<file path="src/logic/rx_alarm_defs.svh">
// Register indices, field positions and reset values of the alarm and temperature bank
`ifndef RX_ALARM_DEFS_SVH
`define RX_ALARM_DEFS_SVH

// ==========================================================
// Register indices (byte address is four times the index)
`define IDX_ALM_CH5_CH4  8'h19
`define IDX_ALM_CH3_CH2  8'h1A
`define IDX_ALM_CH1_CH0  8'h1B
`define IDX_TEMP_INT     8'h1C
`define IDX_TEMP_FRAC    8'h1D
`define IDX_RSVD_LO      8'h1E
`define IDX_RSVD_HI      8'h1F
`define IDX_EVT_STATUS   8'h30
`define IDX_EVT_MASK     8'h31

// ==========================================================
// Alarm byte field positions
`define BIT_ODD_HIGH     7
`define BIT_ODD_LOW      6
`define BIT_EVEN_HIGH    3
`define BIT_EVEN_LOW     2

// ==========================================================
// Event register layout and reset values
`define EVT_W            13
`define EVT_TEMP_BIT     12
`define EVT_MASK_RST     13'h0000
`define EVT_STATUS_RST   13'h0000
`define TEMP_INT_RST     8'h00
`define TEMP_FRAC_RST    8'h00

`endif

</file>
<file path="src/logic/rx_alarm_pkg.sv">
// Types shared by the alarm and temperature bank
package rx_alarm_pkg;

	// ==========================================================
	// Register selection
	typedef enum logic [3:0] {
		sel_alm_ch5_ch4,
		sel_alm_ch3_ch2,
		sel_alm_ch1_ch0,
		sel_temp_int,
		sel_temp_frac,
		sel_reserved,
		sel_evt_status,
		sel_evt_mask,
		sel_none
	} reg_sel_e;

	typedef logic [7:0] byte_t;

endpackage

</file>
<file path="src/logic/alarm_flag.sv">
// One latched alarm flag, cleared by a read, set wins over clear
`include "rx_alarm_defs.svh"

module alarm_flag (
	// Clock and reset
	input  wire logic pclk,
	input  wire logic presetn,
	// Condition and clear
	input  wire logic cond,
	input  wire logic clear,
	// Flag
	output logic      flag,
	output logic      set_event
);

	logic next_flag;

	// ==========================================================
	// Latch
	always_comb begin
		next_flag = cond | (flag & ~clear);
	end

	always_ff @(posedge pclk or negedge presetn) begin
		if (!presetn) begin
			flag <= 1'b0;
		end else begin
			flag <= next_flag;
		end
	end

	// New latching only; a held alarm raises no second event
	assign set_event = cond & ~flag;
endmodule

</file>
<file path="src/logic/temp_capture.sv">
// Coherent capture of the temperature integer and fraction pair
`include "rx_alarm_defs.svh"

module temp_capture (
	// Clock and reset
	input  wire logic        pclk,
	input  wire logic        presetn,
	// Monitor sample
	input  wire logic        valid,
	input  wire logic [7:0]  int_in,
	input  wire logic [7:0]  frac_in,
	// Held value
	output logic [7:0]       int_q,
	output logic [7:0]       frac_q
);

	logic [7:0] next_int;
	logic [7:0] next_frac;

	// ==========================================================
	// Both bytes move together so the held pair never mixes two samples
	always_comb begin
		next_int  = int_q;
		next_frac = frac_q;
		if (valid) begin
			next_int  = int_in;
			next_frac = frac_in;
		end
	end

	always_ff @(posedge pclk or negedge presetn) begin
		if (!presetn) begin
			int_q  <= `TEMP_INT_RST;
			frac_q <= `TEMP_FRAC_RST;
		end else begin
			int_q  <= next_int;
			frac_q <= next_frac;
		end
	end
endmodule

</file>
<file path="src/logic/rx_power_alarm_status_bank.sv">
// APB bank of latched receive power alarms, temperature bytes and event interrupt
`include "rx_alarm_defs.svh"

module rx_power_alarm_status_bank #(
	parameter int CHANNELS = 6,
	parameter int PADDR_W  = 10
) (
	// Clock and reset
	input  wire logic                pclk,
	input  wire logic                presetn,
	// APB slave
	input  wire logic                psel,
	input  wire logic                penable,
	input  wire logic                pwrite,
	input  wire logic [PADDR_W-1:0]  paddr,
	input  wire logic [31:0]         pwdata,
	output logic [31:0]              prdata,
	output logic                     pready,
	output logic                     pslverr,
	// Power comparators, one bit per channel
	input  wire logic [CHANNELS-1:0] rx_power_high,
	input  wire logic [CHANNELS-1:0] rx_power_low,
	// Temperature monitor
	input  wire logic                temp_valid,
	input  wire logic [7:0]          temp_integer_in,
	input  wire logic [7:0]          temp_fraction_in,
	// Interrupt
	output logic                     irq
);

	// ==========================================================
	// Declarations
	rx_alarm_pkg::reg_sel_e  sel;
	logic [CHANNELS-1:0]     hi_flag;
	logic [CHANNELS-1:0]     lo_flag;
	logic [CHANNELS-1:0]     hi_event;
	logic [CHANNELS-1:0]     lo_event;
	logic [CHANNELS-1:0]     hi_clear;
	logic [CHANNELS-1:0]     lo_clear;
	logic [CHANNELS-1:0]     clr_hi_mask;
	logic [CHANNELS-1:0]     clr_lo_mask;
	logic [CHANNELS-1:0]     next_clr_hi_mask;
	logic [CHANNELS-1:0]     next_clr_lo_mask;
	logic [31:0]             next_prdata;
	logic                    next_pslverr;
	logic [`EVT_W-1:0]       evt_status;
	logic [`EVT_W-1:0]       evt_mask;
	logic [`EVT_W-1:0]       next_evt_status;
	logic [`EVT_W-1:0]       next_evt_mask;
	logic [`EVT_W-1:0]       evt_set;
	logic [7:0]              temp_int_q;
	logic [7:0]              temp_frac_q;
	logic                    setup;
	logic                    access;
	logic                    rd_setup;
	logic                    wr_access;
	rx_alarm_pkg::byte_t     rd_byte;

	// ==========================================================
	// Alarm byte assembly
	function automatic rx_alarm_pkg::byte_t alarm_byte(
		input logic hi_odd,
		input logic lo_odd,
		input logic hi_even,
		input logic lo_even
	);
		rx_alarm_pkg::byte_t b;
		b                 = 8'h00;
		b[`BIT_ODD_HIGH]  = hi_odd;
		b[`BIT_ODD_LOW]   = lo_odd;
		b[`BIT_EVEN_HIGH] = hi_even;
		b[`BIT_EVEN_LOW]  = lo_even;
		return b;
	endfunction

	// ==========================================================
	// Per channel latches
	genvar ch;
	generate
		for (ch = 0; ch < CHANNELS; ch++) begin : g_chan
			alarm_flag u_high (
				.pclk      (pclk),
				.presetn   (presetn),
				.cond      (rx_power_high[ch]),
				.clear     (hi_clear[ch]),
				.flag      (hi_flag[ch]),
				.set_event (hi_event[ch])
			);
			alarm_flag u_low (
				.pclk      (pclk),
				.presetn   (presetn),
				.cond      (rx_power_low[ch]),
				.clear     (lo_clear[ch]),
				.flag      (lo_flag[ch]),
				.set_event (lo_event[ch])
			);
		end
	endgenerate

	// ==========================================================
	// Temperature
	temp_capture u_temp (
		.pclk    (pclk),
		.presetn (presetn),
		.valid   (temp_valid),
		.int_in  (temp_integer_in),
		.frac_in (temp_fraction_in),
		.int_q   (temp_int_q),
		.frac_q  (temp_frac_q)
	);

	// ==========================================================
	// Bus phases; every access completes in one cycle
	assign pready    = 1'b1;
	assign setup     = psel & ~penable;
	assign access    = psel & penable;
	assign rd_setup  = setup & ~pwrite;
	assign wr_access = access & pwrite;

	// ==========================================================
	// Address decode
	always_comb begin
		if (paddr[1:0] != 2'b00) begin
			sel = rx_alarm_pkg::sel_none;
		end else if (paddr[9:2] == `IDX_ALM_CH5_CH4) begin
			sel = rx_alarm_pkg::sel_alm_ch5_ch4;
		end else if (paddr[9:2] == `IDX_ALM_CH3_CH2) begin
			sel = rx_alarm_pkg::sel_alm_ch3_ch2;
		end else if (paddr[9:2] == `IDX_ALM_CH1_CH0) begin
			sel = rx_alarm_pkg::sel_alm_ch1_ch0;
		end else if (paddr[9:2] == `IDX_TEMP_INT) begin
			sel = rx_alarm_pkg::sel_temp_int;
		end else if (paddr[9:2] == `IDX_TEMP_FRAC) begin
			sel = rx_alarm_pkg::sel_temp_frac;
		end else if (paddr[9:2] == `IDX_RSVD_LO || paddr[9:2] == `IDX_RSVD_HI) begin
			sel = rx_alarm_pkg::sel_reserved;
		end else if (paddr[9:2] == `IDX_EVT_STATUS) begin
			sel = rx_alarm_pkg::sel_evt_status;
		end else if (paddr[9:2] == `IDX_EVT_MASK) begin
			sel = rx_alarm_pkg::sel_evt_mask;
		end else begin
			sel = rx_alarm_pkg::sel_none;
		end
	end

	// ==========================================================
	// Read data, taken at setup so prdata comes from a flop
	always_comb begin
		rd_byte          = 8'h00;
		next_clr_hi_mask = clr_hi_mask;
		next_clr_lo_mask = clr_lo_mask;
		next_prdata      = prdata;
		next_pslverr     = pslverr;
		if (setup) begin
			next_clr_hi_mask = '0;
			next_clr_lo_mask = '0;
			next_pslverr     = (sel == rx_alarm_pkg::sel_none);
		end
		if (rd_setup) begin
			case (sel)
				rx_alarm_pkg::sel_alm_ch5_ch4: begin
					rd_byte = alarm_byte(hi_flag[5], lo_flag[5], hi_flag[4], lo_flag[4]);
					next_clr_hi_mask[5] = hi_flag[5];
					next_clr_lo_mask[5] = lo_flag[5];
					next_clr_hi_mask[4] = hi_flag[4];
					next_clr_lo_mask[4] = lo_flag[4];
				end
				rx_alarm_pkg::sel_alm_ch3_ch2: begin
					rd_byte = alarm_byte(hi_flag[3], lo_flag[3], hi_flag[2], lo_flag[2]);
					next_clr_hi_mask[3] = hi_flag[3];
					next_clr_lo_mask[3] = lo_flag[3];
					next_clr_hi_mask[2] = hi_flag[2];
					next_clr_lo_mask[2] = lo_flag[2];
				end
				rx_alarm_pkg::sel_alm_ch1_ch0: begin
					rd_byte = alarm_byte(hi_flag[1], lo_flag[1], hi_flag[0], lo_flag[0]);
					next_clr_hi_mask[1] = hi_flag[1];
					next_clr_lo_mask[1] = lo_flag[1];
					next_clr_hi_mask[0] = hi_flag[0];
					next_clr_lo_mask[0] = lo_flag[0];
				end
				rx_alarm_pkg::sel_temp_int: begin
					rd_byte = temp_int_q;
				end
				rx_alarm_pkg::sel_temp_frac: begin
					rd_byte = temp_frac_q;
				end
				default: begin
					rd_byte = 8'h00;
				end
			endcase
			next_prdata = {24'h000000, rd_byte};
			if (sel == rx_alarm_pkg::sel_evt_status) begin
				next_prdata = {{(32-`EVT_W){1'b0}}, evt_status};
			end else if (sel == rx_alarm_pkg::sel_evt_mask) begin
				next_prdata = {{(32-`EVT_W){1'b0}}, evt_mask};
			end
		end
	end

	// Only bits actually returned are cleared, so a set arriving mid-transfer survives
	assign hi_clear = (access && !pwrite) ? clr_hi_mask : '0;
	assign lo_clear = (access && !pwrite) ? clr_lo_mask : '0;

	always_ff @(posedge pclk or negedge presetn) begin
		if (!presetn) begin
			prdata      <= 32'h00000000;
			pslverr     <= 1'b0;
			clr_hi_mask <= '0;
			clr_lo_mask <= '0;
		end else begin
			prdata      <= next_prdata;
			pslverr     <= next_pslverr;
			clr_hi_mask <= next_clr_hi_mask;
			clr_lo_mask <= next_clr_lo_mask;
		end
	end

	// ==========================================================
	// Event status, mask and interrupt
	assign evt_set = {temp_valid, lo_event, hi_event};

	always_comb begin
		next_evt_status = evt_status;
		next_evt_mask   = evt_mask;
		if (wr_access && sel == rx_alarm_pkg::sel_evt_status) begin
			next_evt_status = evt_status & ~pwdata[`EVT_W-1:0];
		end
		if (wr_access && sel == rx_alarm_pkg::sel_evt_mask) begin
			next_evt_mask = pwdata[`EVT_W-1:0];
		end
		// Set wins over a same-cycle clear
		next_evt_status = next_evt_status | evt_set;
	end

	always_ff @(posedge pclk or negedge presetn) begin
		if (!presetn) begin
			evt_status <= `EVT_STATUS_RST;
			evt_mask   <= `EVT_MASK_RST;
		end else begin
			evt_status <= next_evt_status;
			evt_mask   <= next_evt_mask;
		end
	end

	assign irq = |(evt_status & evt_mask);
endmodule

</file>
<file path="config.mk">
export PLATFORM = sky130hd
export DESIGN_NAME = rx_power_alarm_status_bank
export DESIGN_NICKNAME = d
export VERILOG_FILES = /design/src/logic/rx_alarm_pkg.sv /design/src/logic/alarm_flag.sv /design/src/logic/temp_capture.sv /design/src/logic/rx_power_alarm_status_bank.sv
export VERILOG_INCLUDE_DIRS = /design/src /design/src/logic
export SDC_FILE = /design/constraint.sdc
export NUM_CORES = 1
export LEC_CHECK = 0
export BUFFER_PORTS_ARGS = -buffer_cell sky130_fd_sc_hd__buf_2
export CAP_MARGIN = 20
export CORE_ASPECT_RATIO = 0.8
export CORE_UTILIZATION = 58
export CTS_BUF_LIST = sky130_fd_sc_hd__clkbuf_8
export CTS_CLUSTER_DIAMETER = 120
export DETAILED_ROUTE_END_ITERATION = 10
export PLACE_DENSITY_LB_ADDON = 0.08
export RECOVER_POWER = 100
export SYNTH_ARGS = -nofsm -noshare
export SYNTH_HDL_FRONTEND = slang
export SYNTH_SLANG_ARGS = --single-unit
</file>
<file path="constraint.sdc">
create_clock -name pclk -period 2.7 [get_ports pclk]
set_clock_uncertainty 0.2 [all_clocks]
set_input_delay 0.405 -clock pclk [delete_from_list [all_inputs] [get_ports pclk]]
set_output_delay 0.405 -clock pclk [all_outputs]
set_load 0.05 [all_outputs]
</file>
* After elaboration in Yosys (flattened, before gate mapping)
Index checks and enable logic that the tools add are counted.
Storage, ports and cells: register bits after elaboration 99, input port bits 76, output and inout bits 35, logic and storage cells 139
Operators by class: equality and inequality tests 16, mux-type cells 25, bitwise operators 70, reduce and logical (&&, ||, !) cells 8
Operators by type and width (number):
- $eq A8 B5 Y1 const B | 7
- $pmux W8 S5 | 1
- $mux W13 | 3
- $mux W4 | 9
- $mux W6 | 6
- $and A1 B1 Y1 | 28
- $and A13 B13 Y13 | 2
- $not A1 Y1 | 26
- $eq A8 B6 Y1 const B | 2
- $not A13 Y13 | 1
- $or A13 B13 Y13 | 1
- $reduce_or A13 Y1 | 1
- $eq A4 B3 Y1 const B | 3
- $mux W2 | 6
- $or A1 B1 Y1 | 12
- $eq A4 B2 Y1 const B | 2
- $eq A4 B1 Y1 const B | 1
- $eq A4 B4 Y1 const B | 1
- $logic_not A4 Y1 | 1
- $logic_and A1 B1 Y1 | 3
- $reduce_bool A2 Y1 | 1
- $logic_not A1 Y1 | 1
- $logic_or A1 B1 Y1 | 1

* Logic depth before layout (Yosys ltp)
Gate-level depths: netlist of the first run.
depth after elaboration 14, depth in mapped cells 9

* By module
Synthesis of the first run repeated with hierarchy kept, for this count alone.
Unflattened totals: cells, all modules 360, area, all modules 4060.1 sq um
Modules (own cells, without submodules):
- rx_power_alarm_status_bank | times used 1, cells an instance 278, area an instance 2900.3 sq um
- temp_capture | times used 1, cells an instance 34, area an instance 649.4 sq um
- alarm_flag | times used 12, cells an instance 4, area an instance 42.5 sq um

* Worst setup path before layout of the first run
No wires, ideal clock.
kind input to register, start point in paddr[3], end point reg evt_mask[10], setup time 125 ps, arrival 2347 ps, setup slack 28 ps, cell stages on the path 9, path buffers 3, cell sequence buf_2 -> or3_1 -> and4_4 -> a211oi_4 -> and3_1 -> buf_4 -> and2b_4 -> buf_12 -> mux2_4
On the way: cells in the longest elaborated chain, start to end 12
RTL lines:
- start, declared | RTL line rx_power_alarm_status_bank.sv:15 | input wire logic [PADDR_W-1:0] paddr,
- $eq A8 B6 Y1 (no source line)
- $mux W4 | RTL line rx_power_alarm_status_bank.sv:139 | end else if (paddr[9:2] == `IDX_EVT_MASK) begin
- $mux W4 | RTL line rx_power_alarm_status_bank.sv:137 | end else if (paddr[9:2] == `IDX_EVT_STATUS) begin
- $mux W4 | RTL line rx_power_alarm_status_bank.sv:135 | end else if (paddr[9:2] == `IDX_RSVD_LO || paddr[9:2] == `IDX_RSVD_HI) begin
- $mux W4 | RTL line rx_power_alarm_status_bank.sv:133 | end else if (paddr[9:2] == `IDX_TEMP_FRAC) begin
- $mux W4 | RTL line rx_power_alarm_status_bank.sv:131 | end else if (paddr[9:2] == `IDX_TEMP_INT) begin
- $mux W4 | RTL line rx_power_alarm_status_bank.sv:129 | end else if (paddr[9:2] == `IDX_ALM_CH1_CH0) begin
- $mux W4 | RTL line rx_power_alarm_status_bank.sv:127 | end else if (paddr[9:2] == `IDX_ALM_CH3_CH2) begin
- $mux W4 (*) | RTL line rx_power_alarm_status_bank.sv:125 | end else if (paddr[9:2] == `IDX_ALM_CH5_CH4) begin
- $mux W4 (*) | RTL line rx_power_alarm_status_bank.sv:123 | if (paddr[1:0] != 2'b00) begin
- $eq A4 B3 Y1 (*) | RTL line rx_power_alarm_status_bank.sv:229 | if (wr_access && sel == rx_alarm_pkg::sel_evt_mask) begin
- $logic_and A1 B1 Y1 (*) | RTL line rx_power_alarm_status_bank.sv:229
- end signal, assigned | RTL line rx_power_alarm_status_bank.sv:239 | evt_mask <= `EVT_MASK_RST;
- end signal, assigned | RTL line rx_power_alarm_status_bank.sv:242 | evt_mask <= next_evt_mask;
- end, declared | RTL line rx_power_alarm_status_bank.sv:47 | logic [`EVT_W-1:0] evt_mask;
Every way passes the cells marked *; elsewhere a longest branch is shown, timed or not. A chain may end at the register's enable or synchronous reset.

* Worst setup path in the final report of the first run
start point in paddr[3], end point reg evt_mask[12]
The elaborated chain is that of the path after synthesis.

==> run summary, run 1 <==
=================================================================================
Total negative slack for setup checks                                        0 ns
Std cell rows                                                                  26
Largest delay share family, worst path                               simple AND/OR/NAND/NOR gates
Number of distinct library cells after synthesis                               55
Initial Utilization                                                         61.5%
Post-route setup slack                                                   0.223 ns
Port-buffer cells                                                              71
Fraction of synthesis flops using an asynchronous set or reset pin           100%
Setup repair after global routing missed its margin                         false
DIE AREA                                                                 7270 µm²
Via-per-instance ratio                                                       5.92
Placement Setup Slack                                                  -0.0491 ns
Dpl cells                                                                     522
Setup slack on the worst flop-to-flop path                                1.42 ns
Synth-to-layout area growth                                                 13.4%
Number of enable-type register cells in the synthesized netlist                 0
Maximum number of pins on one net before global-route repair                   45
Antenna cell count                                                              0
Vertical die dimension                                                    76.5 µm
Crit start category                                                    input port
CTS Sinks                                                                      80
Initial DRC Count                                                             240
Primary flip-flop cell chosen by synthesis mapping                        dfrtp_1
Syn avg cell area                                                        11.0 µm²
Worst path cell trace                                                buf_2 -> or3_1 -> and4_1 -> a211oi_1 -> and3_1 -> and2b_2 -> mux2_1
Fmax                                                                    0.404 GHz
Via count of the first global-routing pass                                   3049
Number of cells traversed by the worst register-to-register path                3
Number of fill cells in the layout                                            527
Peak ir drop on the vdd network                                          0.375 mV
Leakage                                                                   2.19 nW
Share of cells above drive strength 1                                       24.1%
Final routed wire length divided by cell count                            18.4 µm
Global-route usage over all layers                                          29.0%
Boundary Pins                                                                 111
Start point of the worst min-delay path                              rx_power_low[3]
Post CTS Setup Buffer Count                                                     0
Final Non-Filler Cells                                                        537
Post-route DRC                                                                  0
Insertion delay to the later sink of the worst-skew pair                  0.35 ns
Required time of the critical path                                        2.73 ns
CP Launch Point                                                          paddr[3]
WHS Endpoint                                                         g_chan[3].u_low.flag
ANT nets after route                                                            0
Detailed-routing iteration count for the pre-antenna-repair pass                4
Slowest cell delay on critical path                                       0.41 ns
Number of CTS-inserted buffers                                                  9
Hold WC Path Type                                                       in -> reg
Remaining max-slew budget at the tightest pin                               26.5%
Final worst path period need                                              2.48 ns
Floorplan die width                                                       95.1 µm
Total of warnings raised by yosys                                               0
Reg-to-Reg End                                                          prdata[7]
Final critical-path share of the clock period                               91.7%
Antenna violations before repair                                                0
Cell with the largest stage delay on the worst path                       and2b_2
Crit end category                                                       flip-flop
Critical path type                                                      in -> reg
Final Routed Wirelength                                                   9880 µm
Tightest Pin Transition                                                   1.10 ns
CTS Root Cell                                                            clkbuf_8
Longest Clk Path Bufs                                                           2
Peak fanout along the critical path                                            13
Half-perimeter wire length of the detailed placement result               7160 µm
Post-synthesis instance area                                             4020 µm²
Clock tree from TritonCTS                                                     yes
Flops & latches, synth                                                         80
Finish-stage setup viols                                                        0
Number of buffer and inverter instances along the worst setup path              1
Sequential share of the synthesized area                                    49.8%
Post-Syn Instances                                                            365
Placeable core area                                                      6540 µm²
Clock Pin Slew Worst Setup and Hold Paths                                 0.08 ns
Arrival time at the worst endpoint                                        2.51 ns
Power density over the cells                                           566 nW/µm²
Last weighted congestion value of the routability-driven placer             0.852
Max cap viols                                                                   0
CTS H-tree lvls                                                                 3
First-pass GRT wire length                                               15800 µm
Hold Violations, Final                                                          0
Via count                                                                    3178
Overall overflow remaining after global route                                   0
Number of cells traversed by the worst hold path                                2
Number of nets in the layout                                                  526
Number of max-slew violations in the final report                               0
Outcome                                                              finished, final reports clean
Launch point of the worst reg-to-reg path                            u_temp.frac_q[7]
=================================================================================
[registers in the layout, summed over array words and instances (netlist names)]
signal	count
g_chan.u_high.flag	6
g_chan.u_low.flag	6
clr_lo_mask	6
u_temp.frac_q	8
evt_mask	13
prdata	13
pslverr	1
u_temp.int_q	8
clr_hi_mask	6
evt_status	13
[cells in the final DEF (no fill, tap or decap), drive strengths merged, types with 2 or more instances in the layout]
cell and count:
and3 5, a31oi 5, and2b 2, a32oi 4, o2bb2ai 4, nor4 2
mux2i 4, nand2 31, nor3 8, a22oi 2, mux2 29, clkbuf 32
a221oi 7, a22o 30, and3b 2, nor3b 2, inv 18, a21o 15
conb 20, nor2 23, dfrtp 80, a211oi 2, nand2b 2, nand3 10
a311oi 4, clkinv 2, and4 2, buf 70, or3 2, a21oi 7
o21ai 11
[power by group]
| part | leakage, nW | switching, W | internal [W] | total (W) |
|---|---|---|---|---|
| Combinational | 1.14 | 0.000316 | 0.000126 | 0.000442 |
| Sequential | 0.961 | 0.0000508 | 0.00127 | 0.00132 |
| Clock | 0.0921 | 0.000406 | 0.000410 | 0.000816 |
[cells in the mapped netlist, types with 3 or more instances]
master	instances	share of area (%)
a21o_1	15	2.8
a21oi_1	7	0.87
a221oi_1	7	1.5
a22o_1	30	6.5
a311oi_1	4	0.87
a31oi_1	5	0.78
a32oi_1	4	0.87
and3_1	5	0.78
buf_2	4	0.50
buf_4	21	3.9
clkbuf_1	10	0.93
dfrtp_1	80	50
inv_1	17	1.6
mux2_1	3	0.84
mux2_2	16	4.5
mux2_4	10	3.7
mux2i_1	4	1.0
nand2_1	31	2.9
nand3_1	10	1.2
nor2_1	23	2.1
nor3_1	7	0.87
o21ai_0	10	1.2
o2bb2ai_1	4	0.87
[worst max-delay path by stage]
stage / endpoint / slack [ns] / cells past startpoint
4_1_cts: irq / 0.32 / 5
6_report: evt_mask[12] / 0.22 / 7
3_3_place_gp: clr_hi_mask[0] / 0.05 / 9
2_1_floorplan: evt_mask[10] / 0.03 / 9
3_5_place_dp: prdata[1] / -0.05 / 7
5_1_grt: evt_status[7] / 0.11 / 9
[cell families after synthesis]
logic type / count (synthesis) / share of synthesized area, %
compound gates: 98 / 19.7
xor+xnor: 1 / 0.218
fa+ha+maj: 1 / 0.249
buf+inv: 55 / 7.81
flops: 80 / 49.8
mux: 33 / 10.0
other cells: 2 / 0.187
simple gates: 95 / 12.1
[layer usage]
| metal | part of all wire (%) | track usage (%) |
|---|---|---|
| met1 | 47 | 43.4 |
| met2 | 45 | 43.0 |
| met3 | 7.2 | 6.39 |
| met4 | 1.2 | 6.82 |
| met5 | 0 | 0 |
[metrics by stage]
stage	area (µm²)	hold slack [ns]	total power [W]	util, %
finish	4560	0.0508	0.00258	69.8
global route	4560	0.0427	0.00268	69.8
CTS	4670	0.0375	0.00261	71.4
detailed placement	4480	0.252	0.00180	68.5
global placement	4480	0.247	0.00179	68.5
floorplan	4090	-0.0906	0.00166	-
[worst reg2reg max path: cells and delay by family, from the launching register on]
family           cells  cell delay (ns)
AND/OR/NAND/NOR      1             0.11
flip-flops           1             0.40
AO/OA/AOI/OAI        2             0.47
[layout make-up]
class	count	area [µm²]	share of cell area, %
Timing Repair Buffer	94	497	10.9
Multi-Input combinational cell	248	1720	37.7
Inverter	17	63.8	1.40
Sequential cell	80	2000	43.9
Tap cell	84	105	2.30
Clock inverter	5	51.3	1.12
Clock buffer	9	124	2.72
[timing repair]
action / in CTS / in global routing
hold buffers: 1 / 0
endpoints found under the hold margin: 43 / 0
gates resized for setup: 0 / 0
Power figures use the tool's default switching activity.
==> run 2, diff against run 1 <==
--- a/config.mk
+++ b/config.mk
@@ -9,7 +9,7 @@
 export BUFFER_PORTS_ARGS = -buffer_cell sky130_fd_sc_hd__buf_2
 export CAP_MARGIN = 20
 export CORE_ASPECT_RATIO = 0.8
-export CORE_UTILIZATION = 58
+export CORE_UTILIZATION = 43
 export CTS_BUF_LIST = sky130_fd_sc_hd__clkbuf_8
 export CTS_CLUSTER_DIAMETER = 120
 export DETAILED_ROUTE_END_ITERATION = 10
==> constraint.sdc (replaced) <==
create_clock -name pclk -period 2.7 [get_ports pclk]
set_clock_uncertainty 0.2 [all_clocks]
set_input_delay 0.81 -clock pclk [delete_from_list [all_inputs] [get_ports pclk]]
set_output_delay 0.81 -clock pclk [all_outputs]
set_load 0.05 [all_outputs]
==> run summary, run 2 (synthesis gave the netlist of run 1 again) <==
===============================================================================
CTS Root Cell                                                          clkbuf_8
Met3 wire length                                                         523 µm   -26%
Total negative slack for setup checks                                      0 ns   unchanged
Number of cells traversed by the worst register-to-register path              5   +2
Crit end category                                                     flip-flop
Registers with the most flip-flops                                 evt_mask x13, evt_status x13, prdata x13
Initial DRC Count                                                           163   -32%
Overall overflow remaining after global route                                 0   unchanged
Via-per-instance ratio                                                     5.33   -9.9%
Floorplan die width                                                      110 µm   +16%
Fmax                                                                  0.377 GHz   -6.6%
CTS H-tree lvls                                                               3   unchanged
Hold WC Path Type                                                    reg -> reg
Number of CTS-inserted buffers                                                9   unchanged
Final Routed Wirelength                                                10400 µm   +5.6%
Port-buffer cells                                                            71   unchanged
Maximum number of pins on one net before global-route repair                 34   -24%
Cell with the largest stage delay on the worst path                       or3_1
Final worst path period need                                            2.65 ns   +0.176 ns
Via count                                                                  3151   -0.85%
Commonest cells after routing, fill and taps aside                 80 x dfrtp_1, 53 x buf_2, 36 x buf_4
Last weighted congestion value of the routability-driven placer           0.793   -6.9%
Antenna violations before repair                                              0   unchanged
Global-route usage over all layers                                        23.4%   -5.6 points
Max cap viols                                                                 1   +1
Boundary Pins                                                               111   unchanged
Via count of the first global-routing pass                                 3050   +0.033%
Critical path type                                                    in -> reg
Final Non-Filler Cells                                                      591   +10%
Share of cells above drive strength 1                                     30.9%   +6.8 points
Finish-stage setup viols                                                      0   unchanged
ANT nets after route                                                          0   unchanged
Peak ir drop on the vdd network                                        0.310 mV   -17%
Leakage                                                                 2.33 nW   +6.2%
Power density over the cells                                         540 nW/µm²   -4.6%
Synth-to-layout area growth                                               22.0%
CP Launch Point                                                        paddr[3]
Number of cells traversed by the worst hold path                              1   -1
Clock tree from TritonCTS                                                   yes
Final routed wire length divided by cell count                          17.7 µm   -4.0%
Leading cell type in the layout, fill and taps excluded                 dfrtp_1
Final critical-path share of the clock period                             98.2%   +6.5 points
Post-route setup slack                                                0.0474 ns   -0.176 ns
Start point of the worst min-delay path                               prdata[4]
Detailed-routing iteration count for the pre-antenna-repair pass              4   unchanged
Crit start category                                                  input port
Longest Clk Path Bufs                                                         2   unchanged
Antenna cell count                                                            0   unchanged
Reg-to-Reg End                                                        prdata[4]
Launch point of the worst reg-to-reg path                          evt_status[4]
Routed met1 length                                                      5330 µm   +16%
Violations in the final reports                                    max-capacitance violations, max-slew violations
Top layer in use                                                           met4
WHS Endpoint                                                          prdata[4]
Peak fanout along the critical path                                           7   -6
Number of nets in the layout                                                548   +4.2%
Number of fill cells in the layout                                          862   +64%
Initial Utilization                                                       44.3%   -17 points
Placement Setup Slack                                                 -0.438 ns   -0.389 ns
First-pass GRT wire length                                             16500 µm   +4.5%
Half-perimeter wire length of the detailed placement result             7830 µm   +9.3%
Clock Pin Slew Worst Setup and Hold Paths                               0.08 ns   about the same
Insertion delay to the later sink of the worst-skew pair                0.35 ns   about the same
Setup slack on the worst flop-to-flop path                              1.20 ns   -0.22 ns
Outcome                                                            complete, but fails checks
Setup repair after global routing missed its margin                        true
Arrival time at the worst endpoint                                      2.70 ns   +0.19 ns
Number of max-slew violations in the final report                            33   +33
Hold-fix buffers at CTS                                                       0   -1
Hold Violations, Final                                                        0   unchanged
Required time of the critical path                                      2.74 ns   about the same
Post-route DRC                                                                0   unchanged
Vertical die dimension                                                  88.5 µm   +16%
Remaining max-slew budget at the tightest pin                            -23.6%   -50 points
Slowest cell delay on critical path                                     0.39 ns   -0.02 ns
Wire length on met2                                                     4520 µm   +1.8%
DIE AREA                                                               9750 µm²   +34%
Std cell rows                                                                31   +19%
Tightest Pin Transition                                                 1.85 ns   +0.750 ns
Worst path cell trace                                              buf_2 -> or3_1 -> and4_4 -> a211oi_4 -> and3_1 -> and2b_4 -> buf_4 -> mux2_4
Dpl cells                                                                   571   +9.4%
Placeable core area                                                    9080 µm²   +39%
CTS Sinks                                                                    80   unchanged
===============================================================================
-- run 2: area by class of cell --
cell class | instances | area [µm²] | share of cell area, %
Sequential cell | 80 | 2000 | 40.8
Clock inverter | 5 | 50.0 | 1.02
Clock buffer | 10 | 138 | 2.81
Timing Repair Buffer | 116 | 714 | 14.6
Tap cell | 115 | 144 | 2.93
Multi-Input combinational cell | 248 | 1790 | 36.6
Inverter | 17 | 63.8 | 1.30
-- run 2: worst max-delay path by stage --
stage / end / slack, ns / depth (start not counted)
finish: evt_mask[6] / 0.05 / 8
global route: prdata[10] / -0.03 / 9
CTS: irq / -0.01 / 5
detailed placement: clr_lo_mask[2] / -0.44 / 8
global placement: clr_lo_mask[3] / -0.41 / 7
floorplan: evt_mask[10] / -0.35 / 9
-- run 2: critical path, delay by kind of cell --
kind	cells	cell delay, ns
simple gates	4	1.05
buf+inv	2	0.30
mux	1	0.30
compound gates	1	0.23
-- run 2: stage by stage --
step	hold slack (ns)	util [%]	power [W]	cell area [µm²]
global route	0.329	54.1	0.00277	4910
floorplan	0.273	-	0.00167	4120
global placement	0.260	51.7	0.00181	4690
CTS	0.195	54.0	0.00268	4900
detailed placement	0.283	51.7	0.00182	4690
finish	0.304	54.1	0.00265	4910
-- run 2: power breakdown --
group,switching [W],internal (W),total (W)
logic,0.000322,0.000141,0.000463
registers,0.0000513,0.00127,0.00132
clock network,0.000423,0.000439,0.000862
-- run 2: layer usage --
| metal | global-route usage (%) | vias to the layer above |
|---|---|---|
| met5 | 0 | - |
| met1 | 34.5 | 1565 |
| met2 | 33.9 | 77 |
| met4 | 5.74 | 0 |
| li1 | - | 1505 |
| met3 | 6.92 | 4 |
-- run 2: what timing repair did --
item / in CTS / in global routing
endpoints found under the setup margin: 5 / 17
pin swaps: 0 / 3
buffers inserted: 0 / 5
resized for setup: 4 / 2
==> run 3, diff against run 2 <==
--- a/config.mk
+++ b/config.mk
@@ -9,6 +9,7 @@
 export BUFFER_PORTS_ARGS = -buffer_cell sky130_fd_sc_hd__buf_2
 export CAP_MARGIN = 20
 export CORE_ASPECT_RATIO = 0.8
+export CORE_MARGIN = 4
 export CORE_UTILIZATION = 43
 export CTS_BUF_LIST = sky130_fd_sc_hd__clkbuf_8
 export CTS_CLUSTER_DIAMETER = 120
==> constraint.sdc (replaced) <==
create_clock -name pclk -period 2.93 [get_ports pclk]
set_clock_uncertainty 0.2 [all_clocks]
set_input_delay 0.879 -clock pclk [delete_from_list [all_inputs] [get_ports pclk]]
set_output_delay 0.879 -clock pclk [all_outputs]
set_load 0.05 [all_outputs]
==> run summary, run 3 (synthesis gave the netlist of run 1 again) <==
===============================================================================
Switching part of the total power                                         31.1%   +1.1 points
Initial Utilization                                                       44.3%   unchanged
Leading cell type in the layout, fill and taps excluded                 dfrtp_1
Number of CTS-inserted buffers                                                9   unchanged
Required time of the critical path                                      2.97 ns   +0.23 ns
Leakage                                                                 2.28 nW   -2.2%
Pwr Total                                                             0.00242 W   -8.7%
CTS Root Cell                                                          clkbuf_8
Layer carrying the most global-route usage                                 met2
Overall overflow remaining after global route                                 0   unchanged
Worst slack on hold paths                                              0.294 ns   -0.00995 ns
Final Routed Wirelength                                                10700 µm   +2.6%
Longest Clk Path Bufs                                                         2   unchanged
Relative contribution of sequential cells to total power                  50.6%   +0.6 points
Maximum number of pins on one net before global-route repair                 40   +18%
Vertical die dimension                                                  94.5 µm   +6.8%
Number of max-slew violations in the final report                             0   -100%
Max cap viols                                                                 0   -1
Placed cell area                                                       4690 µm²   unchanged
Floorplan die width                                                      116 µm   +5.4%
Cell-internal power                                                   0.00167 W   -10%
Fraction of power consumed by the clock network                           32.2%   -0.4 points
Last weighted congestion value of the routability-driven placer           0.861   +8.5%
Boundary Pins                                                               111   unchanged
Crit start category                                                  input port
Fmax                                                                  0.350 GHz
Switching pwr                                                        0.000753 W   -5.4%
Port-buffer cells                                                            71   unchanged
Hold WC Path Type                                                    reg -> reg
Synth-to-layout area growth                                               18.8%
Initial DRC Count                                                           129   -21%
Via count of the first global-routing pass                                 3178   +4.2%
Remaining max-slew budget at the tightest pin                             32.8%   +56 points
Critical path type                                                    in -> reg
Share of cells above drive strength 1                                     28.3%   -2.6 points
Tightest Pin Transition                                                 1.01 ns   -0.845 ns
Final critical-path share of the clock period                             97.6%
First-pass GRT wire length                                             17100 µm   +3.5%
Setup repair after global routing missed its margin                       false
Fraction of met3 tracks used by global routing                            5.70%   -1.2 points
Final design utilization                                                  52.6%   -1.4 points
Detailed-routing iteration count for the pre-antenna-repair pass              5   +1
Final Cell Area                                                        4780 µm²   -2.6%
Register area                                                          2000 µm²   unchanged
Crit end category                                                     flip-flop
Commonest cells after routing, fill and taps aside                 80 x dfrtp_1, 54 x buf_2, 31 x nand2_1
Post CTS Setup Buffer Count                                                   0   unchanged
CTS Sinks                                                                    80   unchanged
Outcome                                                            finished, final reports clean
ANT nets after route                                                          0   unchanged
Post-route DRC                                                                0   unchanged
Area of the multi-input gates                                          1770 µm²   -1.6%
Global-route usage over all layers                                        20.6%   -2.8 points
Registers with the most flip-flops                                 evt_mask x13, evt_status x13, prdata x13
Clock tree from TritonCTS                                                   yes
Via-per-instance ratio                                                     5.37   +0.77%
Final worst path period need                                            2.86 ns
Post-cts sizing count                                                         1   -3
Antenna cell count                                                            0   unchanged
Power share of the combinational group                                    17.2%   -0.3 points
Hold Violations, Final                                                        0   unchanged
Via count                                                                  3159   +0.25%
Finish-stage setup viols                                                      0   unchanged
Final routed wire length divided by cell count                          18.2 µm   +3.1%
Std cell rows                                                                31   unchanged
Number of fill cells in the layout                                          848   -1.6%
Hold-fix buffers at CTS                                                       0   unchanged
Placeable core area                                                    9080 µm²   unchanged
GR Layer Usage met2                                                       30.5%   -3.4 points
Half-perimeter wire length of the detailed placement result             8090 µm   +3.3%
CTS H-tree lvls                                                               3   unchanged
Grt met1 use                                                              29.9%   -4.6 points
Arrival time at the worst endpoint                                      2.90 ns   +0.20 ns
Number of nets in the layout                                                545   -0.55%
Insertion delay to the later sink of the worst-skew pair                0.36 ns   about the same
DIE AREA                                                              11000 µm²   +13%
Clock Pin Slew Worst Setup and Hold Paths                               0.08 ns   about the same
Peak ir drop on the vdd network                                        0.358 mV   +15%
Antenna violations before repair                                              0   unchanged
Peak fanout along the critical path                                           6   -1
Power density over the cells                                         506 nW/µm²   -6.2%
===============================================================================
[run 3: changes by cell type in the layout (fill, tap and decap cells not counted), moves of 3 or more]
cell	change
buf_12	-3
buf_4	-10
clkbuf_1	+4
clkbuf_2	+5
mux2_1	+3
mux2_4	-3
[run 3: layer usage]
layer / share of wire, % / vias to the layer above / routed length, µm
met2: 44 / 87 / 4680
met5: 0 / - / 0
met4: 1.8 / 0 / 194
li1: - / 1501 / -
met1: 49 / 1558 / 5210
met3: 5.9 / 13 / 627
[run 3: cell type report]
| type | count | area share, % |
|---|---|---|
| flip-flops and latches | 80 | 41.9 |
| multi-input cells | 248 | 36.9 |
| repair buffers | 113 | 13.0 |
| clock buffers | 12 | 3.46 |
| well taps | 115 | 3.01 |
| inverters | 17 | 1.34 |
| clock inverters | 3 | 0.367 |
[run 3: final timing paths]
path / from / to / slack, ns / depth (start not counted)
setup / recovery: paddr[3] / evt_mask[4] / 0.07 / 9
hold / removal: pslverr / pslverr / 0.29 / 2
setup reg to reg: evt_mask[7] / prdata[7] / 1.60 / 3
hold reg to reg: pslverr / pslverr / 0.29 / 2
max in group asynchronous: presetn / prdata[6] / 0.72 / 2
min in group asynchronous: presetn / pslverr / 0.48 / 1
[run 3: critical path, stage by stage]
cell and delay (ns):
buf_2 0.13, clkbuf_2 0.15, nor4b_4 0.33, o211ai_2 0.19
a211oi_4 0.21, and3_1 0.24, and2b_1 0.21, clkbuf_4 0.25
mux2_4 0.31
[run 3: power by group through the flow]
| stage | logic (W) | clock network (W) | registers [W] |
|---|---|---|---|
| after floorplan | 0.000201 | 0 | 0.00133 |
| after global placement | 0.000428 | 0 | 0.00124 |
| after detailed placement | 0.000434 | 0 | 0.00124 |
| after CTS | 0.000435 | 0.000797 | 0.00122 |
| after global routing | 0.000450 | 0.000848 | 0.00123 |
| final | 0.000416 | 0.000779 | 0.00122 |
[run 3: per-stage QoR]
| stage | TNS, ns | worst slack [ns] | std cells |
|---|---|---|---|
| detailed placement | -5.08 | -0.187 | 573 |
| finish | 0 | 0.0701 | 588 |
| CTS | 0 | 0.0477 | 588 |
| floorplan | -2.17 | -0.193 | 383 |
| global route | 0 | 0.00598 | 588 |
| global placement | -3.97 | -0.156 | 573 |
